<file path="config.mk">
export PLATFORM = sky130hd
export DESIGN_NAME = pss_top
export DESIGN_NICKNAME = d
export VERILOG_FILES = /design/src/hw/pss_pkg.sv /design/src/hw/pss_edge.sv /design/src/hw/pss_irq.sv /design/src/hw/pss_top.sv
export SDC_FILE = /design/constraint.sdc
export NUM_CORES = 1
export LEC_CHECK = 0
export BUFFER_PORTS_ARGS = -buffer_cell sky130_fd_sc_hd__buf_2
export CAP_MARGIN = 30
export CORE_ASPECT_RATIO = 1.4
export CORE_MARGIN = 1
export CORE_UTILIZATION = 40
export CTS_BUF_LIST = sky130_fd_sc_hd__clkbuf_8
export DETAILED_ROUTE_END_ITERATION = 7
export PLACE_DENSITY = 0.74
export SETUP_SLACK_MARGIN = 0.15
export SYNTH_ARGS = -nofsm -noshare
export SYNTH_HDL_FRONTEND = slang
export SYNTH_SLANG_ARGS = --single-unit
</file>
<file path="constraint.sdc">
create_clock -name pclk -period 4 [get_ports pclk]
set_clock_uncertainty 0.2 [all_clocks]
set_input_delay 1.2 -clock pclk [delete_from_list [all_inputs] [get_ports pclk]]
set_output_delay 1.2 -clock pclk [all_outputs]
set_load 0.05 [all_outputs]
</file>
<file path="src/hw/pss_pkg.sv">
// Package: constants for the position mode status word block
package pss_pkg;
  // Register byte addresses
  localparam logic [7:0] PSS_ADDR_STATUS  = 8'h00;
  localparam logic [7:0] PSS_ADDR_CTRL    = 8'h04;
  localparam logic [7:0] PSS_ADDR_EVT     = 8'h08;
  localparam logic [7:0] PSS_ADDR_MASK    = 8'h0c;
  localparam logic [7:0] PSS_ADDR_ALARM   = 8'h10;
  // Status word bit positions
  localparam int PSS_B_TLC    = 15;
  localparam int PSS_B_FERR   = 13;
  localparam int PSS_B_ACK    = 12;
  localparam int PSS_B_ILIM   = 11;
  localparam int PSS_B_TRGT   = 10;
  localparam int PSS_B_REMOTE = 9;
  localparam int PSS_B_WARN   = 7;
  // Control register bit positions
  localparam int PSS_C_NEWSP  = 0;
  localparam int PSS_C_HALT   = 1;
  // Alarm codes that clear the following error
  localparam logic [7:0] PSS_ALM_DEVIATION = 8'h10;
  localparam logic [7:0] PSS_ALM_OVERLOAD  = 8'h30;
  // Event bits
  localparam int PSS_EVT_W    = 4;
  localparam int PSS_E_ACK    = 0;
  localparam int PSS_E_TRGT   = 1;
  localparam int PSS_E_FERR   = 2;
  localparam int PSS_E_REFUSE = 3;
  localparam logic [31:0] PSS_RD_ZERO = 32'h0000_0000;
  typedef enum logic [2:0] {
    PSS_IDLE = 3'b001,
    PSS_MOVE = 3'b010,
    PSS_DONE = 3'b100
  } pss_move_t;
endpackage

</file>
<file path="src/hw/pss_edge.sv">
// Rising edge detector for a level input
`timescale 1ns/1ps
module pss_edge (
  // Clock and reset
  input  wire logic pclk,
  input  wire logic presetn,
  // Level in, pulse out
  input  wire logic level,
  output logic      rise
);
  logic prev_q;
  always_ff @(posedge pclk or negedge presetn) begin
    if (!presetn) begin
      prev_q <= 1'b0;
    end else begin
      prev_q <= level;
    end
  end
  assign rise = level & ~prev_q;
endmodule

</file>
<file path="src/hw/pss_irq.sv">
// Sticky event flags, mask and interrupt line
`timescale 1ns/1ps
module pss_irq #(
  parameter int W = 4
) (
  // Clock and reset
  input  wire logic         pclk,
  input  wire logic         presetn,
  // Events and software access
  input  wire logic [W-1:0] evt,
  input  wire logic         rd_clr,
  input  wire logic [W-1:0] mask,
  output logic [W-1:0]      flags,
  output logic              irq
);
  // Set wins over read-clear so no event is lost
  always_ff @(posedge pclk or negedge presetn) begin
    if (!presetn) begin
      flags <= '0;
    end else begin
      flags <= (rd_clr ? '0 : flags) | evt;
    end
  end
  always_ff @(posedge pclk or negedge presetn) begin
    if (!presetn) begin
      irq <= 1'b0;
    end else begin
      irq <= |(((rd_clr ? '0 : flags) | evt) & mask);
    end
  end
endmodule

</file>
<file path="src/hw/pss_top.sv">
// Position mode status word generator with APB register access
`timescale 1ns/1ps
module pss_top
  import pss_pkg::*;
(
  // Clock and reset
  input  wire logic        pclk,
  input  wire logic        presetn,
  // APB slave
  input  wire logic        psel,
  input  wire logic        penable,
  input  wire logic        pwrite,
  input  wire logic [7:0]  paddr,
  input  wire logic [31:0] pwdata,
  output logic             pready,
  output logic [31:0]      prdata,
  output logic             pslverr,
  // Drive conditions
  input  wire logic        torque_limit_contact,
  input  wire logic        deviation_over,
  input  wire logic        forward_limit_sensor,
  input  wire logic        reverse_limit_sensor,
  input  wire logic        forward_motion_inhibit,
  input  wire logic        reverse_motion_inhibit,
  input  wire logic        soft_limit,
  input  wire logic        mech_limit,
  input  wire logic        op_enabled,
  input  wire logic        stop_in,
  input  wire logic        motor_excited,
  input  wire logic        move_done,
  input  wire logic        move_abort,
  input  wire logic        velocity_zero,
  input  wire logic        init_done,
  input  wire logic        info_present,
  // Outputs
  output logic [15:0]      drive_status_word,
  output logic             start_pulse,
  output logic             irq
);
  logic [1:0]           ctrl_q;
  logic [PSS_EVT_W-1:0] mask_q;
  logic [PSS_EVT_W-1:0] flags;
  logic                 ferr_q;
  logic                 ack_q;
  logic                 trgt_q;
  logic                 remote_q;
  logic                 alarm_code_ok;
  logic                 alarm_clr;
  logic                 newsp_rise;
  logic                 accept;
  logic                 refuse;
  logic                 any_limit;
  logic                 ack_rise;
  logic                 trgt_rise;
  logic                 ferr_rise;
  pss_move_t            mv_q;
  logic                 wr_en;
  logic                 rd_en;
  logic                 hit;
  logic                 sel_status;
  logic                 sel_ctrl;
  logic                 sel_evt;
  logic                 sel_mask;
  logic                 sel_alarm;
  logic [PSS_EVT_W-1:0] evt;

  assign wr_en = psel & penable & pwrite;
  assign rd_en = psel & penable & ~pwrite;
  // One select per register for writes, error and read-clear; the read data case decodes paddr itself
  assign sel_status = (paddr == PSS_ADDR_STATUS);
  assign sel_ctrl   = (paddr == PSS_ADDR_CTRL);
  assign sel_evt    = (paddr == PSS_ADDR_EVT);
  assign sel_mask   = (paddr == PSS_ADDR_MASK);
  assign sel_alarm  = (paddr == PSS_ADDR_ALARM);
  assign hit        = sel_status | sel_ctrl | sel_evt | sel_mask | sel_alarm;
  // Only the two alarm codes that own bit 13 release it
  assign alarm_code_ok = (pwdata[7:0] == PSS_ALM_DEVIATION) |
                         (pwdata[7:0] == PSS_ALM_OVERLOAD);
  assign alarm_clr     = wr_en & sel_alarm & alarm_code_ok;

  // Control register: set-point request and halt
  always_ff @(posedge pclk or negedge presetn) begin
    if (!presetn) begin
      ctrl_q <= 2'h0;
    end else if (wr_en && sel_ctrl) begin
      ctrl_q <= pwdata[1:0];
    end
  end

  // Interrupt mask, same layout as the event register
  always_ff @(posedge pclk or negedge presetn) begin
    if (!presetn) begin
      mask_q <= '0;
    end else if (wr_en && sel_mask) begin
      mask_q <= pwdata[PSS_EVT_W-1:0];
    end
  end

  pss_edge u_newsp (
    .pclk    (pclk),
    .presetn (presetn),
    .level   (ctrl_q[PSS_C_NEWSP]),
    .rise    (newsp_rise)
  );

  // Request refused while halted, stopped, not enabled or unexcited
  assign refuse = ctrl_q[PSS_C_HALT] | stop_in | ~op_enabled | ~motor_excited;
  assign accept = newsp_rise & ~refuse;

  // Set-point acknowledge handshake
  // A fresh rise is needed; a request held across a disable is not acked
  always_ff @(posedge pclk or negedge presetn) begin
    if (!presetn) begin
      ack_q <= 1'b0;
    end else if (!op_enabled) begin
      ack_q <= 1'b0;
    end else if (!ctrl_q[PSS_C_NEWSP]) begin
      ack_q <= 1'b0;
    end else if (accept) begin
      ack_q <= 1'b1;
    end
  end

  // One-cycle start strobe towards the profile generator
  always_ff @(posedge pclk or negedge presetn) begin
    if (!presetn) begin
      start_pulse <= 1'b0;
    end else begin
      start_pulse <= accept;
    end
  end

  // Move tracking; abort returns to idle without completion
  // Abort wins over done when both arrive in one cycle
  always_ff @(posedge pclk or negedge presetn) begin
    if (!presetn) begin
      mv_q <= PSS_IDLE;
    end else begin
      case (mv_q)
        PSS_IDLE: if (accept) begin
          mv_q <= PSS_MOVE;
        end
        PSS_MOVE: if (move_abort) begin
          mv_q <= PSS_IDLE;
        end else if (move_done) begin
          mv_q <= PSS_DONE;
        end
        PSS_DONE: if (accept) begin
          mv_q <= PSS_MOVE;
        end
        default: mv_q <= PSS_IDLE;
      endcase
    end
  end

  // Target reached: halt selects zero-velocity meaning
  always_ff @(posedge pclk or negedge presetn) begin
    if (!presetn) begin
      trgt_q <= 1'b0;
    end else if (ctrl_q[PSS_C_HALT]) begin
      trgt_q <= velocity_zero;
    end else if (accept) begin
      trgt_q <= 1'b0;
    end else if (mv_q == PSS_MOVE && move_abort) begin
      trgt_q <= 1'b0;
    end else if (mv_q == PSS_MOVE && move_done) begin
      trgt_q <= 1'b1;
    end else if (mv_q == PSS_MOVE) begin
      trgt_q <= 1'b0;
    end
  end

  // Following error: sticky until the matching alarm clear
  always_ff @(posedge pclk or negedge presetn) begin
    if (!presetn) begin
      ferr_q <= 1'b0;
    end else if (deviation_over) begin
      ferr_q <= 1'b1;
    end else if (alarm_clr) begin
      ferr_q <= 1'b0;
    end
  end

  // Remote latches once initialization is done
  always_ff @(posedge pclk or negedge presetn) begin
    if (!presetn) begin
      remote_q <= 1'b0;
    end else if (init_done) begin
      remote_q <= 1'b1;
    end
  end

  // Any internal limit source raises bit 11
  assign any_limit = forward_limit_sensor | reverse_limit_sensor |
                     forward_motion_inhibit | reverse_motion_inhibit |
                     soft_limit | mech_limit;

  // Status word registered straight to the output
  // Bits 6 to 0 belong to the state machine outside and read 0 here
  always_ff @(posedge pclk or negedge presetn) begin
    if (!presetn) begin
      drive_status_word <= 16'h0000;
    end else begin
      drive_status_word <= 16'h0000;
      drive_status_word[PSS_B_TLC]    <= torque_limit_contact;
      drive_status_word[PSS_B_FERR]   <= ferr_q;
      drive_status_word[PSS_B_ACK]    <= ack_q;
      drive_status_word[PSS_B_ILIM]   <= any_limit;
      drive_status_word[PSS_B_TRGT]   <= trgt_q;
      drive_status_word[PSS_B_REMOTE] <= remote_q;
      drive_status_word[PSS_B_WARN]   <= info_present;
    end
  end

  pss_edge u_ack (
    .pclk    (pclk),
    .presetn (presetn),
    .level   (ack_q),
    .rise    (ack_rise)
  );

  pss_edge u_trgt (
    .pclk    (pclk),
    .presetn (presetn),
    .level   (trgt_q),
    .rise    (trgt_rise)
  );

  pss_edge u_ferr (
    .pclk    (pclk),
    .presetn (presetn),
    .level   (ferr_q),
    .rise    (ferr_rise)
  );

  // Refused requests are events too, so software sees a lost start
  assign evt = {newsp_rise & refuse, ferr_rise, trgt_rise, ack_rise};

  pss_irq #(
    .W (PSS_EVT_W)
  ) u_irq (
    .pclk    (pclk),
    .presetn (presetn),
    .evt     (evt),
    .rd_clr  (rd_en & sel_evt),
    .mask    (mask_q),
    .flags   (flags),
    .irq     (irq)
  );

  // Zero wait state slave; pready registered so it is high in the access phase
  always_ff @(posedge pclk or negedge presetn) begin
    if (!presetn) begin
      pready <= 1'b0;
    end else begin
      pready <= psel & ~penable;
    end
  end

  // Unmapped address answers with an error and no side effect
  always_ff @(posedge pclk or negedge presetn) begin
    if (!presetn) begin
      pslverr <= 1'b0;
    end else begin
      pslverr <= psel & ~penable & ~hit;
    end
  end

  // Read data prepared in setup so it is valid throughout access
  always_ff @(posedge pclk or negedge presetn) begin
    if (!presetn) begin
      prdata <= PSS_RD_ZERO;
    end else if (psel && !penable && !pwrite) begin
      case (paddr)
        PSS_ADDR_STATUS: prdata <= {16'h0000, drive_status_word};
        PSS_ADDR_CTRL:   prdata <= {30'h0000_0000, ctrl_q};
        // Events landing at setup are returned, since access clears them
        PSS_ADDR_EVT:    prdata <= {28'h000_0000, flags | evt};
        PSS_ADDR_MASK:   prdata <= {28'h000_0000, mask_q};
        default:         prdata <= PSS_RD_ZERO;
      endcase
    end
  end
endmodule

</file>
* Yosys cells after proc, flatten, opt, wreduce, memory -nomap -nowiden
Cells that the tools add are included.
** Storage, ports and cells
- Bits in registers :: 64
- Output and inout bits :: 52
** Cells by class
- Reduce and logical (&&, ||, !) cells :: 14
- Eq/ne operators :: 12
- Bitwise gates (word level) :: 40
- Muxes and demuxes :: 16
** Operators with widths (number)
- 16-bit one-hot mux with 4 select lines :: 1
- 8-bit by 4-bit == test with 1-bit output (second input constant) :: 2
- 8-bit by 5-bit == test with 1-bit output (second input constant) :: 2
- 1-bit bitwise AND :: 14
- 1-bit bitwise OR :: 13
- 1-bit two-way mux :: 10
- 1-bit inverter :: 10
- 3-bit two-way mux :: 3
- 8-bit by 3-bit == test with 1-bit output (second input constant) :: 1
- 8-bit by 6-bit == test with 1-bit output (second input constant) :: 1
- 8-bit logical NOT :: 1
- 4-bit bitwise OR :: 2
- 1-bit logical AND :: 6
- 3-bit one-hot mux with 2 select lines :: 1
- 5-bit nonzero test :: 1
- 4-bit bitwise AND :: 1
- 4-bit two-way mux :: 1
- 4-bit OR reduction :: 1
- 3-bit by 1-bit == test with 1-bit output (second input constant) :: 1
- 3-bit by 2-bit == test with 1-bit output (second input constant) :: 1
- 3-bit == test (second input constant) :: 1
- 3-bit by 2-bit inequality test with 1-bit output (second input constant) :: 1
- 3-bit inequality test (second input constant) :: 1
- 1-bit logical NOT :: 2
- 4 further kinds :: 4

* Logic depth before layout (Yosys ltp)
- Word-level depth :: 8
- Gate-level depth with buffers :: 5

* Hierarchy
A second synthesis with hierarchy kept.
** Unflattened totals
- Cells, all modules :: 186
- Area total of the unflattened synthesis :: 2097.0 um^2
** Modules (own cells, without submodules)
- pss_top :: cells each 160, times used 1, area an instance 1740.4 um^2, sequential area each 852.1 um^2
- pss_irq :: cells each 18, times used 1, area an instance 201.4 um^2, sequential area each 125.1 um^2
- pss_edge :: cells each 2, times used 4, area an instance 38.8 um^2, sequential area each 25.0 um^2

* Least setup slack after synthesis
No wires, ideal clock.
- Kind :: input to register
- Start point :: input port paddr[5]
- End point :: register mask_q[0]
- Data arrival time :: 2.316 ns
- Required time :: 3.675 ns
- Setup slack :: 1.359 ns
- Library setup time :: 0.125 ns
- Stages on the path :: 5
- Path through :: nor4_4 -> nand4_2 -> or2_1 -> buf_6 -> mux2_4
** Between the ends
- Longest elaborated chain between the ends :: 2
** RTL lines
- from (decl) :: RTL line pss_top.sv:13 : input wire logic [7:0] paddr,
- 8-bit by 4-bit == test with 1-bit output :: RTL line pss_top.sv:73 : assign sel_mask = (paddr == PSS_ADDR_MASK);
- 1-bit logical AND :: RTL line pss_top.sv:94 : end else if (wr_en && sel_mask) begin
- to (signal assigned) :: RTL line pss_top.sv:95 : mask_q <= pwdata[PSS_EVT_W-1:0];
- to (decl) :: RTL line pss_top.sv:41 : logic [PSS_EVT_W-1:0] mask_q;
Every way passes these cells.
A chain may end at the register's enable or synchronous reset.

* Final worst setup path
- Start point :: input port paddr[5]
- End point :: register u_irq.irq
** Between the ends
- Longest elaborated chain between the ends :: 6
** RTL lines
- 8-bit by 4-bit == test with 1-bit output :: RTL line pss_top.sv:72 : assign sel_evt = (paddr == PSS_ADDR_EVT);
- 1-bit bitwise AND :: RTL line pss_top.sv:245 : .rd_clr (rd_en & sel_evt),
- 4-bit two-way mux :: RTL line pss_irq.sv:28 : irq <= |(((rd_clr ? '0 : flags) | evt) & mask);
- 4-bit bitwise OR :: RTL line pss_irq.sv:28
- 4-bit bitwise AND :: RTL line pss_irq.sv:28
- 4-bit OR reduction :: RTL line pss_irq.sv:28
- to (signal assigned) :: RTL line pss_irq.sv:28
- to (decl) :: RTL line pss_irq.sv:14 : output logic irq
Every way passes these cells.

==> out/results.tsv <==
metric	value	unit
RSZ-0062 raised after global routing	no	
register bit total from synthesis	40	
final antenna-violating net count	0	
number of global-route vias before repair	1330	
initial DRC count	48	
PwrDens	351	nW/um2
Crit. End Element	register	
Clock Power Share	31.2	%
gr ovfl total	0	
Die W	61.2	um
Residual DRC	0	
clk buf depth	2	
Post-CTS Hold Fix Bufs	0	
Clock Pin Slew Worst Setup and Hold Paths	0.07	ns
most frequent cells after synthesis	39 x dfrtp_1, 33 x buf_4, 10 x a22o_1	
design area	2250	um2
vias per std cell	4.80	
wire per inst	12.3	um
total power	791	uW
Pint	554	uW
crit start category	primary input	
Inst Count DP	290	
DP Wirelength	2840	um
Sw Ratio	30.0	%
Main synth FF type	dfrtp_1	
initial antenna violation count	0	
min Tclk post-route	2.67	ns
PortBufs	57	
share of Yosys cell area claimed by the top area cell type	49.8	%
Core Area	4610	um2
cell count after synthesis	177	
CTS H-Tree Depth	2	
Crit Path Class	primary input to register	
DRT Wirelength	3660	um
asr flop ratio synth	100	%
Final Net Count	296	
synth top area cells	dfrtp_1 50%, buf_4 13%, a22o_1 4.5%	
Setup TNS Final	0	ns
Post-synth EDFFs	0	
Rows	29	
CP Data Arrival Time	2.61	ns
post-place instance area	2170	um2
first-pass detailed-route iteration total	5	
sequential power share	52.6	%
first-pass GRT wire length	5840	um
Hold Slack	0.179	ns
area leader, netlist	dfrtp_1	
# IOs	113	
Num CTS Buffers	5	
clock latency on the worst-skew pair	0.29	ns
f_max	0.375	GHz
P&R area growth vs syn	14.9	%
Final Max Slew Viols	0	
HP Class	register to register	
sw power	238	uW
cts repair resizes	0	
via count	1430	
die area	5190	um2
GR peak layer	met2	
crit-path max FO	6	
syn avg cell area	11.1	um2
P_leak	1.16	nW
root buffer cell	clkbuf_8	
die outline height	84.8	um
peak supply drop	0.000133	V
M3 GR Usage	4.57	%
routing usage on met1	16.8	%
Starting Density	42.5	%
met2 Use GR	25.9	%
Cell Area, Synth	1960	um2
total of max-cap violations	0	
final worst slack	1.33	ns
GRT Overall Usage	15.6	%
n_diodes	0	
Ys Warns	0	
Final Util	48.9	%
Hold Fails Final Rpt	0	
non-filler cells, final	298	
sequential fraction of the synthesis area	51.1	%
largest net degree at the start of global routing	41	
Comb power frac	16.2	%
most common cell in the netlist	dfrtp_1	
unique cell type count in the Yosys netlist	43	
CTS tree	done	
critical path data required time	3.94	ns
relative slew slack	43.7	%
routability cong.	0.834	
CTS Sinks	40	
status	completed	
dpl ws	1.06	ns
Post-CTS Setup Bufs	0	
Worst Tran Pin Value	0.845	ns
layout cells sized above 1	32.2	%
period utilization	66.7	%
Final setup violation count	0	
per-layer routing:
layer | wire length (um) | up-vias
met5 | 0 | -
met1 | 1380 | 680
met2 | 1920 | 66
li1 | - | 675
met3 | 219 | 9
met4 | 136 | 0
cells in the final DEF, fill, tap and decap left out, types with 3 or more instances in the layout:
cell,count
conb_1,30
a21oi_1,3
mux2_4,4
clkbuf_8,5
nor3_1,3
nor4_1,3
nor2b_1,8
nand2_1,9
o21ai_0,4
dfrtp_1,39
nor3b_1,3
nor2_1,7
a21o_1,4
nand2b_1,3
buf_2,57
a22o_1,10
nand3_1,5
inv_1,9
final timing paths:
kind	to	slack [ns]	cells after the start	startpoint
min	drive_status_word[9]$_DFF_PN0_	0.18	0	remote_q$_DFFE_PN0P_
max reg2reg	mv_q[1]$_DFFE_PN0P_	2.30	3	ctrl_q[1]$_DFFE_PN0P_
min reg2reg	drive_status_word[9]$_DFF_PN0_	0.18	0	remote_q$_DFFE_PN0P_
max	u_irq.irq$_DFF_PN0_	1.33	5	paddr[5]
max in group asynchronous	start_pulse$_DFF_PN0_	2.26	1	presetn
min in group asynchronous	pslverr$_DFF_PN0_	0.81	1	presetn
flip-flops by register name (all words and copies together), names as in the netlist, 2 cells and up:
signal,count
ctrl_q,2
mask_q,4
prdata,11
mv_q,3
u_irq.flags,4
drive_status_word,7
cells by family (layout without fill, tap and decap cells):
family,count (synthesis),count (layout),share of synthesized area [%]
multiplexers,6,6,4.21
AO/OA/AOI/OAI,32,32,12.6
other,1,30,0.191
AND/OR/NAND/NOR,55,55,16.9
buffers and inverters,43,73,15.0
flip-flops,40,40,51.1
layout make-up:
class                   instances  area, um2
fillers                       453       2360
inverters                       7       26.3
multi-input cells             123        772
flip-flops and latches         40       1000
repair buffers                 58        293
clock buffers                   5       68.8
clock inverters                 3       12.5
well taps                      62       77.6
power by group through the flow:
stage	clock [mW]	sequential [mW]	combinational, mW
global route	0.273	0.417	0.137
floorplan	0	0.434	0.105
global placement	0	0.424	0.128
finish	0.247	0.416	0.128
CTS	0.256	0.416	0.129
detailed placement	0	0.424	0.129
worst max-delay path, cell delays in order:
cell	delay, ns
buf_2	0.12
nor4_4	0.37
nand4_1	0.33
a222oi_1	0.39
o221ai_1	0.19
Power figures use the tool's default switching activity.
